### src/core/mex_pkg.sv
package mex_pkg;

    // ==========================================================
    // Widths
    localparam int MEX_DW  = 32;
    localparam int MEX_AW  = 8;

    // ==========================================================
    // Register byte offsets
    localparam logic [7:0] MEX_OFF_INSTR  = 8'h00;
    localparam logic [7:0] MEX_OFF_WORK   = 8'h04;
    localparam logic [7:0] MEX_OFF_PC     = 8'h08;
    localparam logic [7:0] MEX_OFF_STATUS = 8'h0C;
    localparam logic [7:0] MEX_OFF_PAGE   = 8'h10;
    localparam logic [7:0] MEX_OFF_FADDR  = 8'h14;
    localparam logic [7:0] MEX_OFF_FDATA  = 8'h18;
    localparam logic [7:0] MEX_OFF_WDOG   = 8'h1C;
    localparam logic [7:0] MEX_OFF_CTRL   = 8'h20;

    // ==========================================================
    // Opcode encodings, 14-bit instruction word
    localparam logic [2:0]  MEX_OP_BRANCH = 3'h5;
    localparam logic [5:0]  MEX_OP_ORLIT  = 6'h38;
    localparam logic [5:0]  MEX_OP_INCR   = 6'h0A;
    localparam logic [5:0]  MEX_OP_ORFILE = 6'h04;
    localparam logic [5:0]  MEX_OP_ROTL   = 6'h0D;
    localparam logic [13:0] MEX_OP_SLEEP  = 14'h0063;

    // ==========================================================
    // Field positions
    localparam int MEX_DEST_BIT   = 7;
    localparam int MEX_PAGE_HI    = 4;
    localparam int MEX_PAGE_LO    = 3;
    localparam int MEX_ST_CARRY   = 0;
    localparam int MEX_ST_ZERO    = 2;
    localparam int MEX_ST_PWRDN_N = 3;
    localparam int MEX_ST_TMOUT_N = 4;
    localparam int MEX_CTRL_WAKE  = 0;

    // ==========================================================
    // Reset values, program counter step and watchdog clear value
    localparam logic [7:0]  MEX_STATUS_RST = 8'h18;
    localparam logic [12:0] MEX_PC_RST     = 13'h0000;
    localparam logic [12:0] MEX_PC_STEP    = 13'h0001;
    localparam logic [7:0]  MEX_WDOG_ZERO  = 8'h00;

    // ==========================================================
    // Execution states
    typedef enum logic [3:0] {
        MEX_IDLE   = 4'b0001,
        MEX_EXEC   = 4'b0010,
        MEX_FLUSH  = 4'b0100,
        MEX_SLEEP  = 4'b1000
    } mex_state_e;

endpackage : mex_pkg

### src/core/mex_core.sv
`timescale 1ns/1ps
module mex_core
    import mex_pkg::*;
#(
    parameter int FILE_DEPTH = 128,
    parameter int WDOG_W     = 8,
    parameter int PRESC_W    = 8
)(
    // Clock and reset
    input  wire logic        hclk,
    input  wire logic        hresetn,
    // AHB-Lite slave
    input  wire logic        hsel,
    input  wire logic [31:0] haddr,
    input  wire logic [1:0]  htrans,
    input  wire logic        hwrite,
    input  wire logic [2:0]  hsize,
    input  wire logic        hready,
    input  wire logic [31:0] hwdata,
    output logic      [31:0] hrdata,
    output logic             hreadyout,
    output logic             hresp,
    // Core state
    output logic             sleep_active,
    output logic             osc_enable,
    output logic             busy
);

    initial
    begin
        if (FILE_DEPTH != 128 || WDOG_W < 1 || WDOG_W > 8 || PRESC_W < 1 || PRESC_W > 8)
            $error("mex_core: unsupported parameter");
    end

    // ==========================================================
    // State
    typedef struct packed {
        mex_state_e   st;
        logic         pend;
        logic         pwr;
        logic [7:0]   paddr;
        logic [13:0]  instr;
        logic [7:0]   work;
        logic [12:0]  pc;
        logic [7:0]   status;
        logic [7:0]   page;
        logic [6:0]   faddr;
        logic [7:0]   wdog;
        logic [7:0]   presc;
        logic [31:0]  rdata;
        logic         sleep;
        logic         bsy;
        logic         rdy;
        logic         err;
    } mex_state_s;

    mex_state_s s_q;
    mex_state_s s_d;

    logic       f_we;
    logic [6:0] f_waddr;
    logic [7:0] f_wdata;
    logic [6:0] f_raddr;
    logic [7:0] f_rdata;

    function automatic logic zero_of(input logic [7:0] v);
        zero_of = (v == 8'h00);
    endfunction : zero_of

    function automatic logic [31:0] word8(input logic [7:0] v);
        word8 = {24'h000000, v};
    endfunction : word8

    function automatic logic [7:0] bump(input logic [7:0] v, input logic [7:0] mask);
        bump = (v + 8'h01) & mask;
    endfunction : bump

    // ==========================================================
    // Counter widths
    // Narrower counters keep their upper bits at zero instead of changing the struct
    localparam logic [7:0] WDOG_MASK  = 8'((1 << WDOG_W) - 1);
    localparam logic [7:0] PRESC_MASK = 8'((1 << PRESC_W) - 1);

    // ==========================================================
    // Instruction decode
    typedef enum logic [6:0] {
        MEX_K_NONE   = 7'b0000001,
        MEX_K_BRANCH = 7'b0000010,
        MEX_K_SLEEP  = 7'b0000100,
        MEX_K_ORLIT  = 7'b0001000,
        MEX_K_INCR   = 7'b0010000,
        MEX_K_ORFILE = 7'b0100000,
        MEX_K_ROTL   = 7'b1000000
    } mex_kind_e;

    // Words outside the subset fall to none and only advance the program counter
    function automatic mex_kind_e decode(input logic [13:0] w);
        if (w[13:11] == MEX_OP_BRANCH)
            decode = MEX_K_BRANCH;
        else if (w == MEX_OP_SLEEP)
            decode = MEX_K_SLEEP;
        else if (w[13:8] == MEX_OP_ORLIT)
            decode = MEX_K_ORLIT;
        else if (w[13:8] == MEX_OP_INCR)
            decode = MEX_K_INCR;
        else if (w[13:8] == MEX_OP_ORFILE)
            decode = MEX_K_ORFILE;
        else if (w[13:8] == MEX_OP_ROTL)
            decode = MEX_K_ROTL;
        else
            decode = MEX_K_NONE;
    endfunction : decode

    // ==========================================================
    // File register storage
    mex_file_ram #(
        .DEPTH (FILE_DEPTH),
        .AW    (7)
    ) u_file (
        .hclk  (hclk),
        .we    (f_we),
        .waddr (f_waddr),
        .wdata (f_wdata),
        .raddr (f_raddr),
        .rdata (f_rdata)
    );

    // ==========================================================
    // Next state
    logic        acc_wr;
    logic        acc_rd;
    logic [7:0]  res;
    logic        dest_file;
    logic        bus_we;
    logic [6:0]  fa;
    mex_kind_e   kind;
    logic        file_op;

    always_comb
    begin
        // ==========================================================
        // Defaults
        s_d       = s_q;
        f_we      = 1'b0;
        f_waddr   = s_q.faddr;
        f_wdata   = 8'h00;
        res       = 8'h00;
        kind      = decode(s_q.instr);
        file_op   = (kind == MEX_K_INCR) || (kind == MEX_K_ORFILE) || (kind == MEX_K_ROTL);
        fa        = s_q.instr[6:0];
        dest_file = s_q.instr[MEX_DEST_BIT];
        f_raddr   = (s_q.st == MEX_EXEC) ? fa : s_q.faddr;
        acc_rd    = hsel && hready && htrans[1] && !hwrite;
        acc_wr    = hsel && hready && htrans[1] && hwrite;
        bus_we    = s_q.pend;

        // ==========================================================
        // Data phase of a write: one-cycle zero-wait answer
        // An FDATA write landing in an execute cycle that writes the file is lost
        if (bus_we)
        begin
            case (s_q.paddr)
                MEX_OFF_INSTR:
                begin
                    // Writes while executing or asleep are dropped so state stays coherent
                    if (s_q.st == MEX_IDLE)
                    begin
                        s_d.instr = hwdata[13:0];
                        s_d.st    = MEX_EXEC;
                    end
                end
                MEX_OFF_WORK:   s_d.work   = hwdata[7:0];
                MEX_OFF_PC:     s_d.pc     = hwdata[12:0];
                MEX_OFF_STATUS: s_d.status = hwdata[7:0];
                MEX_OFF_PAGE:   s_d.page   = hwdata[7:0];
                MEX_OFF_FADDR:  s_d.faddr  = hwdata[6:0];
                MEX_OFF_FDATA:
                begin
                    f_we    = 1'b1;
                    f_wdata = hwdata[7:0];
                end
                MEX_OFF_CTRL:
                begin
                    // Wake-up is software's job here; no interrupt path exists
                    if (hwdata[MEX_CTRL_WAKE] && s_q.st == MEX_SLEEP)
                    begin
                        s_d.st    = MEX_IDLE;
                        s_d.sleep = 1'b0;
                    end
                end
                default: ;
            endcase
        end

        // ==========================================================
        // Execution
        case (s_q.st)
            MEX_IDLE: ;
            MEX_EXEC:
            begin
                s_d.st = MEX_IDLE;
                s_d.pc = s_q.pc + MEX_PC_STEP;
                case (kind)
                    MEX_K_BRANCH:
                    begin
                        // The flush cycle stands for the refetch that follows a jump
                        s_d.pc[10:0]  = s_q.instr[10:0];
                        s_d.pc[12:11] = s_q.page[MEX_PAGE_HI:MEX_PAGE_LO];
                        s_d.st        = MEX_FLUSH;
                    end
                    MEX_K_SLEEP:
                    begin
                        s_d.wdog                   = MEX_WDOG_ZERO;
                        s_d.presc                  = MEX_WDOG_ZERO;
                        s_d.status[MEX_ST_PWRDN_N] = 1'b0;
                        s_d.status[MEX_ST_TMOUT_N] = 1'b1;
                        s_d.st                     = MEX_SLEEP;
                        s_d.sleep                  = 1'b1;
                    end
                    MEX_K_ORLIT:
                    begin
                        res                     = s_q.work | s_q.instr[7:0];
                        s_d.work                = res;
                        s_d.status[MEX_ST_ZERO] = zero_of(res);
                    end
                    MEX_K_INCR:
                    begin
                        // The carry out of the increment is dropped: only zero is affected
                        res                     = f_rdata + 8'h01;
                        s_d.status[MEX_ST_ZERO] = zero_of(res);
                    end
                    MEX_K_ORFILE:
                    begin
                        res                     = s_q.work | f_rdata;
                        s_d.status[MEX_ST_ZERO] = zero_of(res);
                    end
                    MEX_K_ROTL:
                    begin
                        res = {f_rdata[6:0], s_q.status[MEX_ST_CARRY]};
                        s_d.status[MEX_ST_CARRY] = f_rdata[7];
                    end
                    default: ;
                endcase
                if (file_op)
                begin
                    if (dest_file)
                    begin
                        f_we    = 1'b1;
                        f_waddr = fa;
                        f_wdata = res;
                    end
                    else
                        s_d.work = res;
                end
            end
            MEX_FLUSH:  s_d.st = MEX_IDLE;
            MEX_SLEEP:  ;
            default:    s_d.st = MEX_IDLE;
        endcase

        // ==========================================================
        // Watchdog
        // Runs only in idle and flush; frozen in execute, and in sleep because the oscillator is stopped
        if (s_q.st != MEX_SLEEP && s_q.st != MEX_EXEC)
        begin
            s_d.presc = bump(s_q.presc, PRESC_MASK);
            if (s_q.presc == PRESC_MASK)
                s_d.wdog = bump(s_q.wdog, WDOG_MASK);
        end

        // ==========================================================
        // Address phase capture
        s_d.pend  = acc_wr;
        s_d.paddr = haddr[7:0];
        if (acc_rd)
        begin
            case (haddr[7:0])
                MEX_OFF_INSTR:  s_d.rdata = {18'h00000, s_q.instr};
                MEX_OFF_WORK:   s_d.rdata = word8(s_q.work);
                MEX_OFF_PC:     s_d.rdata = {19'h00000, s_q.pc};
                MEX_OFF_STATUS: s_d.rdata = word8(s_q.status);
                MEX_OFF_PAGE:   s_d.rdata = word8(s_q.page);
                MEX_OFF_FADDR:  s_d.rdata = word8({1'b0, s_q.faddr});
                MEX_OFF_FDATA:  s_d.rdata = word8(f_rdata);
                MEX_OFF_WDOG:   s_d.rdata = {16'h0000, s_q.presc, s_q.wdog};
                MEX_OFF_CTRL:   s_d.rdata = {28'h0000000, s_q.st};
                default:        s_d.rdata = 32'h00000000;
            endcase
        end
        // ==========================================================
        // Output flops
        // Bus answer is always a zero-wait OKAY, still held in flops like every output
        s_d.pwr = !s_d.sleep;
        s_d.bsy = (s_d.st != MEX_IDLE);
        s_d.rdy = 1'b1;
        s_d.err = 1'b0;
    end

    // ==========================================================
    // Registers
    always_ff @(posedge hclk or negedge hresetn)
    begin
        if (!hresetn)
        begin
            // Fields with a non-zero reset value are set one by one
            s_q        <= '0;
            s_q.st     <= MEX_IDLE;
            s_q.pwr    <= 1'b1;
            s_q.rdy    <= 1'b1;
            s_q.pc     <= MEX_PC_RST;
            s_q.status <= MEX_STATUS_RST;
        end
        else
            s_q <= s_d;
    end

    // ==========================================================
    // Outputs
    assign hrdata       = s_q.rdata;
    assign hreadyout    = s_q.rdy;
    assign hresp        = s_q.err;
    assign sleep_active = s_q.sleep;
    assign osc_enable   = s_q.pwr;
    assign busy         = s_q.bsy;

endmodule : mex_core

### src/core/mex_file_ram.sv
`timescale 1ns/1ps
module mex_file_ram
    import mex_pkg::*;
#(
    parameter int DEPTH = 128,
    parameter int AW    = 7
)(
    // Clock
    input  wire logic          hclk,
    // Write port
    input  wire logic          we,
    input  wire logic [AW-1:0] waddr,
    input  wire logic [7:0]    wdata,
    // Read port
    input  wire logic [AW-1:0] raddr,
    output logic      [7:0]    rdata
);

    initial
    begin
        if (DEPTH > (1 << AW) || DEPTH < 1)
            $error("mex_file_ram: depth does not fit address");
    end

    // ==========================================================
    // Storage, no reset: contents are undefined like real file RAM
    logic [7:0] mem_q [DEPTH];

    always_ff @(posedge hclk)
    begin
        if (we)
            mem_q[waddr] <= wdata;
    end

    assign rdata = mem_q[raddr];

endmodule : mex_file_ram

### config.mk
export PLATFORM = sky130hd
export DESIGN_NAME = mex_core
export DESIGN_NICKNAME = d
export VERILOG_FILES = /design/src/core/mex_pkg.sv /design/src/core/mex_core.sv /design/src/core/mex_file_ram.sv
export SDC_FILE = /design/constraint.sdc
export NUM_CORES = 2
export LEC_CHECK = 0
export ABC_AREA = 1
export ABC_CLOCK_PERIOD_IN_PS = 8260
export BUFFER_PORTS_ARGS = -buffer_cell sky130_fd_sc_hd__buf_2
export CORE_MARGIN = 5
export CORE_UTILIZATION = 35
export CTS_CLUSTER_SIZE = 24
export DETAILED_ROUTE_END_ITERATION = 6
export GPL_TIMING_DRIVEN = 0
export PLACE_DENSITY_LB_ADDON = 0.05
export SLEW_MARGIN = 20
export SYNTH_ARGS = -nofsm -noshare
export SYNTH_HDL_FRONTEND = slang
export SYNTH_SLANG_ARGS = --single-unit
### constraint.sdc
create_clock -name hclk -period 8.26 [get_ports hclk]
set_input_delay 0.826 -clock hclk [delete_from_list [all_inputs] [get_ports hclk]]
set_output_delay 0.826 -clock hclk [all_outputs]
set_load 0.005 [all_outputs]
==> results.md <==
- Crit Path Class: reg -> reg
- Die X: ~380 µm
- Number of global-route vias before repair: 35,020
- Post-Syn Area: 48,800 µm²
- Layout Skew: 31.5 ps
- Antenna viol nets, final: 0
- CP required: 8740 ps
- Total clock sinks: 1,130
- Core box area: ~140,000 µm²
- Clock Root Buffer: clkbuf_16
- Arr. time, crit path: approximately 6700 ps
- Unique masters post-synth: 52
- Static leakage: about 22 nW
- Setup TNS: 0 ps
- Synth-to-layout area growth: 17.6%
- Largest net degree at the start of global routing: 72
- Top Ports: 111
- Final instance area: 57,400 µm²
- IO Port Bufs: 46
- Most frequent cells in the layout: 1,274 x nand2_1, 1,024 x edfxtp_1, 1,014 x nand3_1
- TritonCTS Buffers: about 130
- Crit path top cell by count: nand2_1
- Via count: 38,112
- Post-CTS Setup Bufs: 0
- Post-CTS sizing: 0
- Post-synthesis sequential area ratio: 0.684
- Post-synth EDFFs: 1,024
- Total power: 12.2 mW
- Share of Yosys cell area claimed by the top area cell type: 0.630
- Worst hold path class: in -> reg
- Avg Vias per Cell: 5.64
- H-tree depth: 4
- Share of cells above drive strength 1: 0.142
- DIE AREA: about 150,000 µm²
- WHS: 185 ps
- Asr flop ratio synth: 0.0938
- Most common cell after layout, fill and taps aside: nand2_1
- Synth top area cells: edfxtp_1 63%, nand3_1 10%, nand2_1 9.8%
- Status: finished, final reports clean
- DRT iter0 DRCs: 5,098
- Final Max Tran Viols: 0
- Min Tclk post-route: around 6200 ps
- WL final: 235 mm
- Clock Latency Late Sink: 770 ps
- YS warnings: 0
- Placed cell areas: 53,400 µm²
- PD cells: 213 nW/µm²
- Initial Util: 0.351
- Filler cell count: 13,555
- MaxCap Viol Count: 0
- Worst-margin pin slew: 1230 ps
- Max rail drop VDD: 0.000166 V
- Nets: slightly below 5,000
- Critical-path top delay cell: buf_2
- CP Max Fanout: 30
- Final hold violation count: 0
- CTS tree: built
- Bufs on Longest Clock Path: 3
- Clk pin slew, worst setup/hold paths: approximately 60 ps
- Synthesized area per cell: 10.8 µm²
- Die height: 383 µm
- Total gr overflow: 0
- DRT Pass-1 Iters: 7
- Final period util: 0.756
- DRC errors left: 0
- Total track usage: 0.314
- Startpoint types: register
- Placement Setup Slack: 2320 ps
- CP endpoint kind: register
- Max Fclk: 0.160 GHz
- HPWL after detailed placement: between 150 and 200 mm
- Hold-fix buffers at CTS: 1
- RSZ-0062 raised after global routing: no
- Global-route wire length before repair: 312 mm
- Initial antenna violation count: 13
- Rel. slew slack: 0.179
- Routability cong.: 0.960
- Setup-failing EPs final: 0
- Wire per inst: 34.8 µm
- Synth Register Bits: between 1,000 and 1,500
- Synth Instances: between 4,000 and 5,000
- CP peak stage delay: 550 ps
- Cell Rows: 137
- Setup ws final: 2010 ps
- Cell taking the most area after synthesis: edfxtp_1
- Commonest register cell after synthesis: edfxtp_1
[critical path, delay by kind of cell (launching register included)]
family | cells | cell delay (ps)
buf+inv | 6 | 1660
compound gates | 1 | 180
flops | 1 | 350
simple gates | 18 | 3470
fa+ha+maj | 1 | 240
[cell usage after synthesis, types with 4 or more instances]
library cell	n
nand2_1	1274
o211ai_1	11
o221ai_1	7
buf_1	5
ha_1	5
o21ai_1	14
o2111ai_1	8
o21ai_2	4
dfstp_2	4
clkinv_1	7
nand2_2	5
inv_2	6
nor4_1	7
o31ai_1	4
nand3_2	4
nand2_4	4
a221oi_1	7
a21oi_1	28
xor2_1	14
edfxtp_1	1024
inv_1	245
buf_2	143
nand4_1	10
nor2_1	221
o22ai_1	28
clkbuf_1	31
o21ai_0	120
buf_6	12
nor3_1	19
dfrtp_1	102
buf_4	87
nand3_1	1014
[power by group]
part           leakage (nW)  switching, mW  internal (mW)
Clock                  1.93           2.47           3.13
Sequential             9.12         0.0249           6.18
Combinational          10.5          0.303          0.104
[through the flow]
step | utilization | instances
floorplan | - | 4524
global placement | 0.370 | 6446
CTS | 0.413 | 6759
global route | 0.413 | 6759
finish | 0.413 | 6761
detailed placement | 0.384 | 6524
[routing by layer]
metal / wire [µm] / vias to the layer above / part of all wire / track usage
met3: 23900 / 435 / 0.10 / 0.0732
met4: 12000 / 2 / 0.051 / 0.139
met2: 100000 / 2119 / 0.43 / 0.462
met5: 19 / - / 0.000081 / 0
li1: - / 16244 / - / -
met1: 98800 / 19312 / 0.42 / 0.443
[state kept, by name, summed over array words and instances (netlist names)]
| signal | count |
|---|---|
| u_file.mem_q | 1024 |
| s_q | 78 |
| hrdata | 16 |
| fa | 7 |
| bus_we | 1 |
| busy | 1 |
| dest_file | 1 |
| osc_enable | 1 |
| sleep_active | 1 |
[kinds of logic (layout without fill, tap and decap cells)]
| kind of cell | count (synthesis) | in the layout | synth area share |
|---|---|---|---|
| AOI/OAI and AO/OA | 252 | 252 | 0.0309 |
| xor gates and xnor gates | 17 | 17 | 0.00305 |
| adders and majority gates | 5 | 5 | 0.00128 |
| buffers and inverters | 536 | 895 | 0.0534 |
| DFF | 1130 | 1130 | 0.684 |
| other | 2 | 20 | 0.000154 |
| and+or+nand+nor | 2566 | 2566 | 0.227 |
[final timing paths]
check                                 from             endpoint  slack, ps  depth (start not counted)
worst max-delay path                 fa[0]  u_file.mem_q[28][6]       2010                         26
worst min-delay path              haddr[1]             s_q[111]        190                          1
worst max register to register       fa[0]  u_file.mem_q[28][6]       2010                         26
worst min register to register  hrdata[13]           hrdata[13]        480                          2
max in group asynchronous          hresetn              s_q[70]       6990                          3
min in group asynchronous          hresetn         sleep_active        540                          2
[cell type report]
cell class	count	area [µm²]	share of cell area
Antenna cell	2	5.00	0.0000872
Inverter	258	973	0.0170
Sequential cell	1130	33400	0.582
Timing Repair Buffer	125	1800	0.0314
Clock inverter	54	355	0.00619
Buffer	278	1650	0.0288
Multi-Input combinational cell	2858	13300	0.231
Tap cell	1876	2350	0.0409
Clock buffer	180	3620	0.0631
No activity file was read; power rests on OpenSTA's default activity.
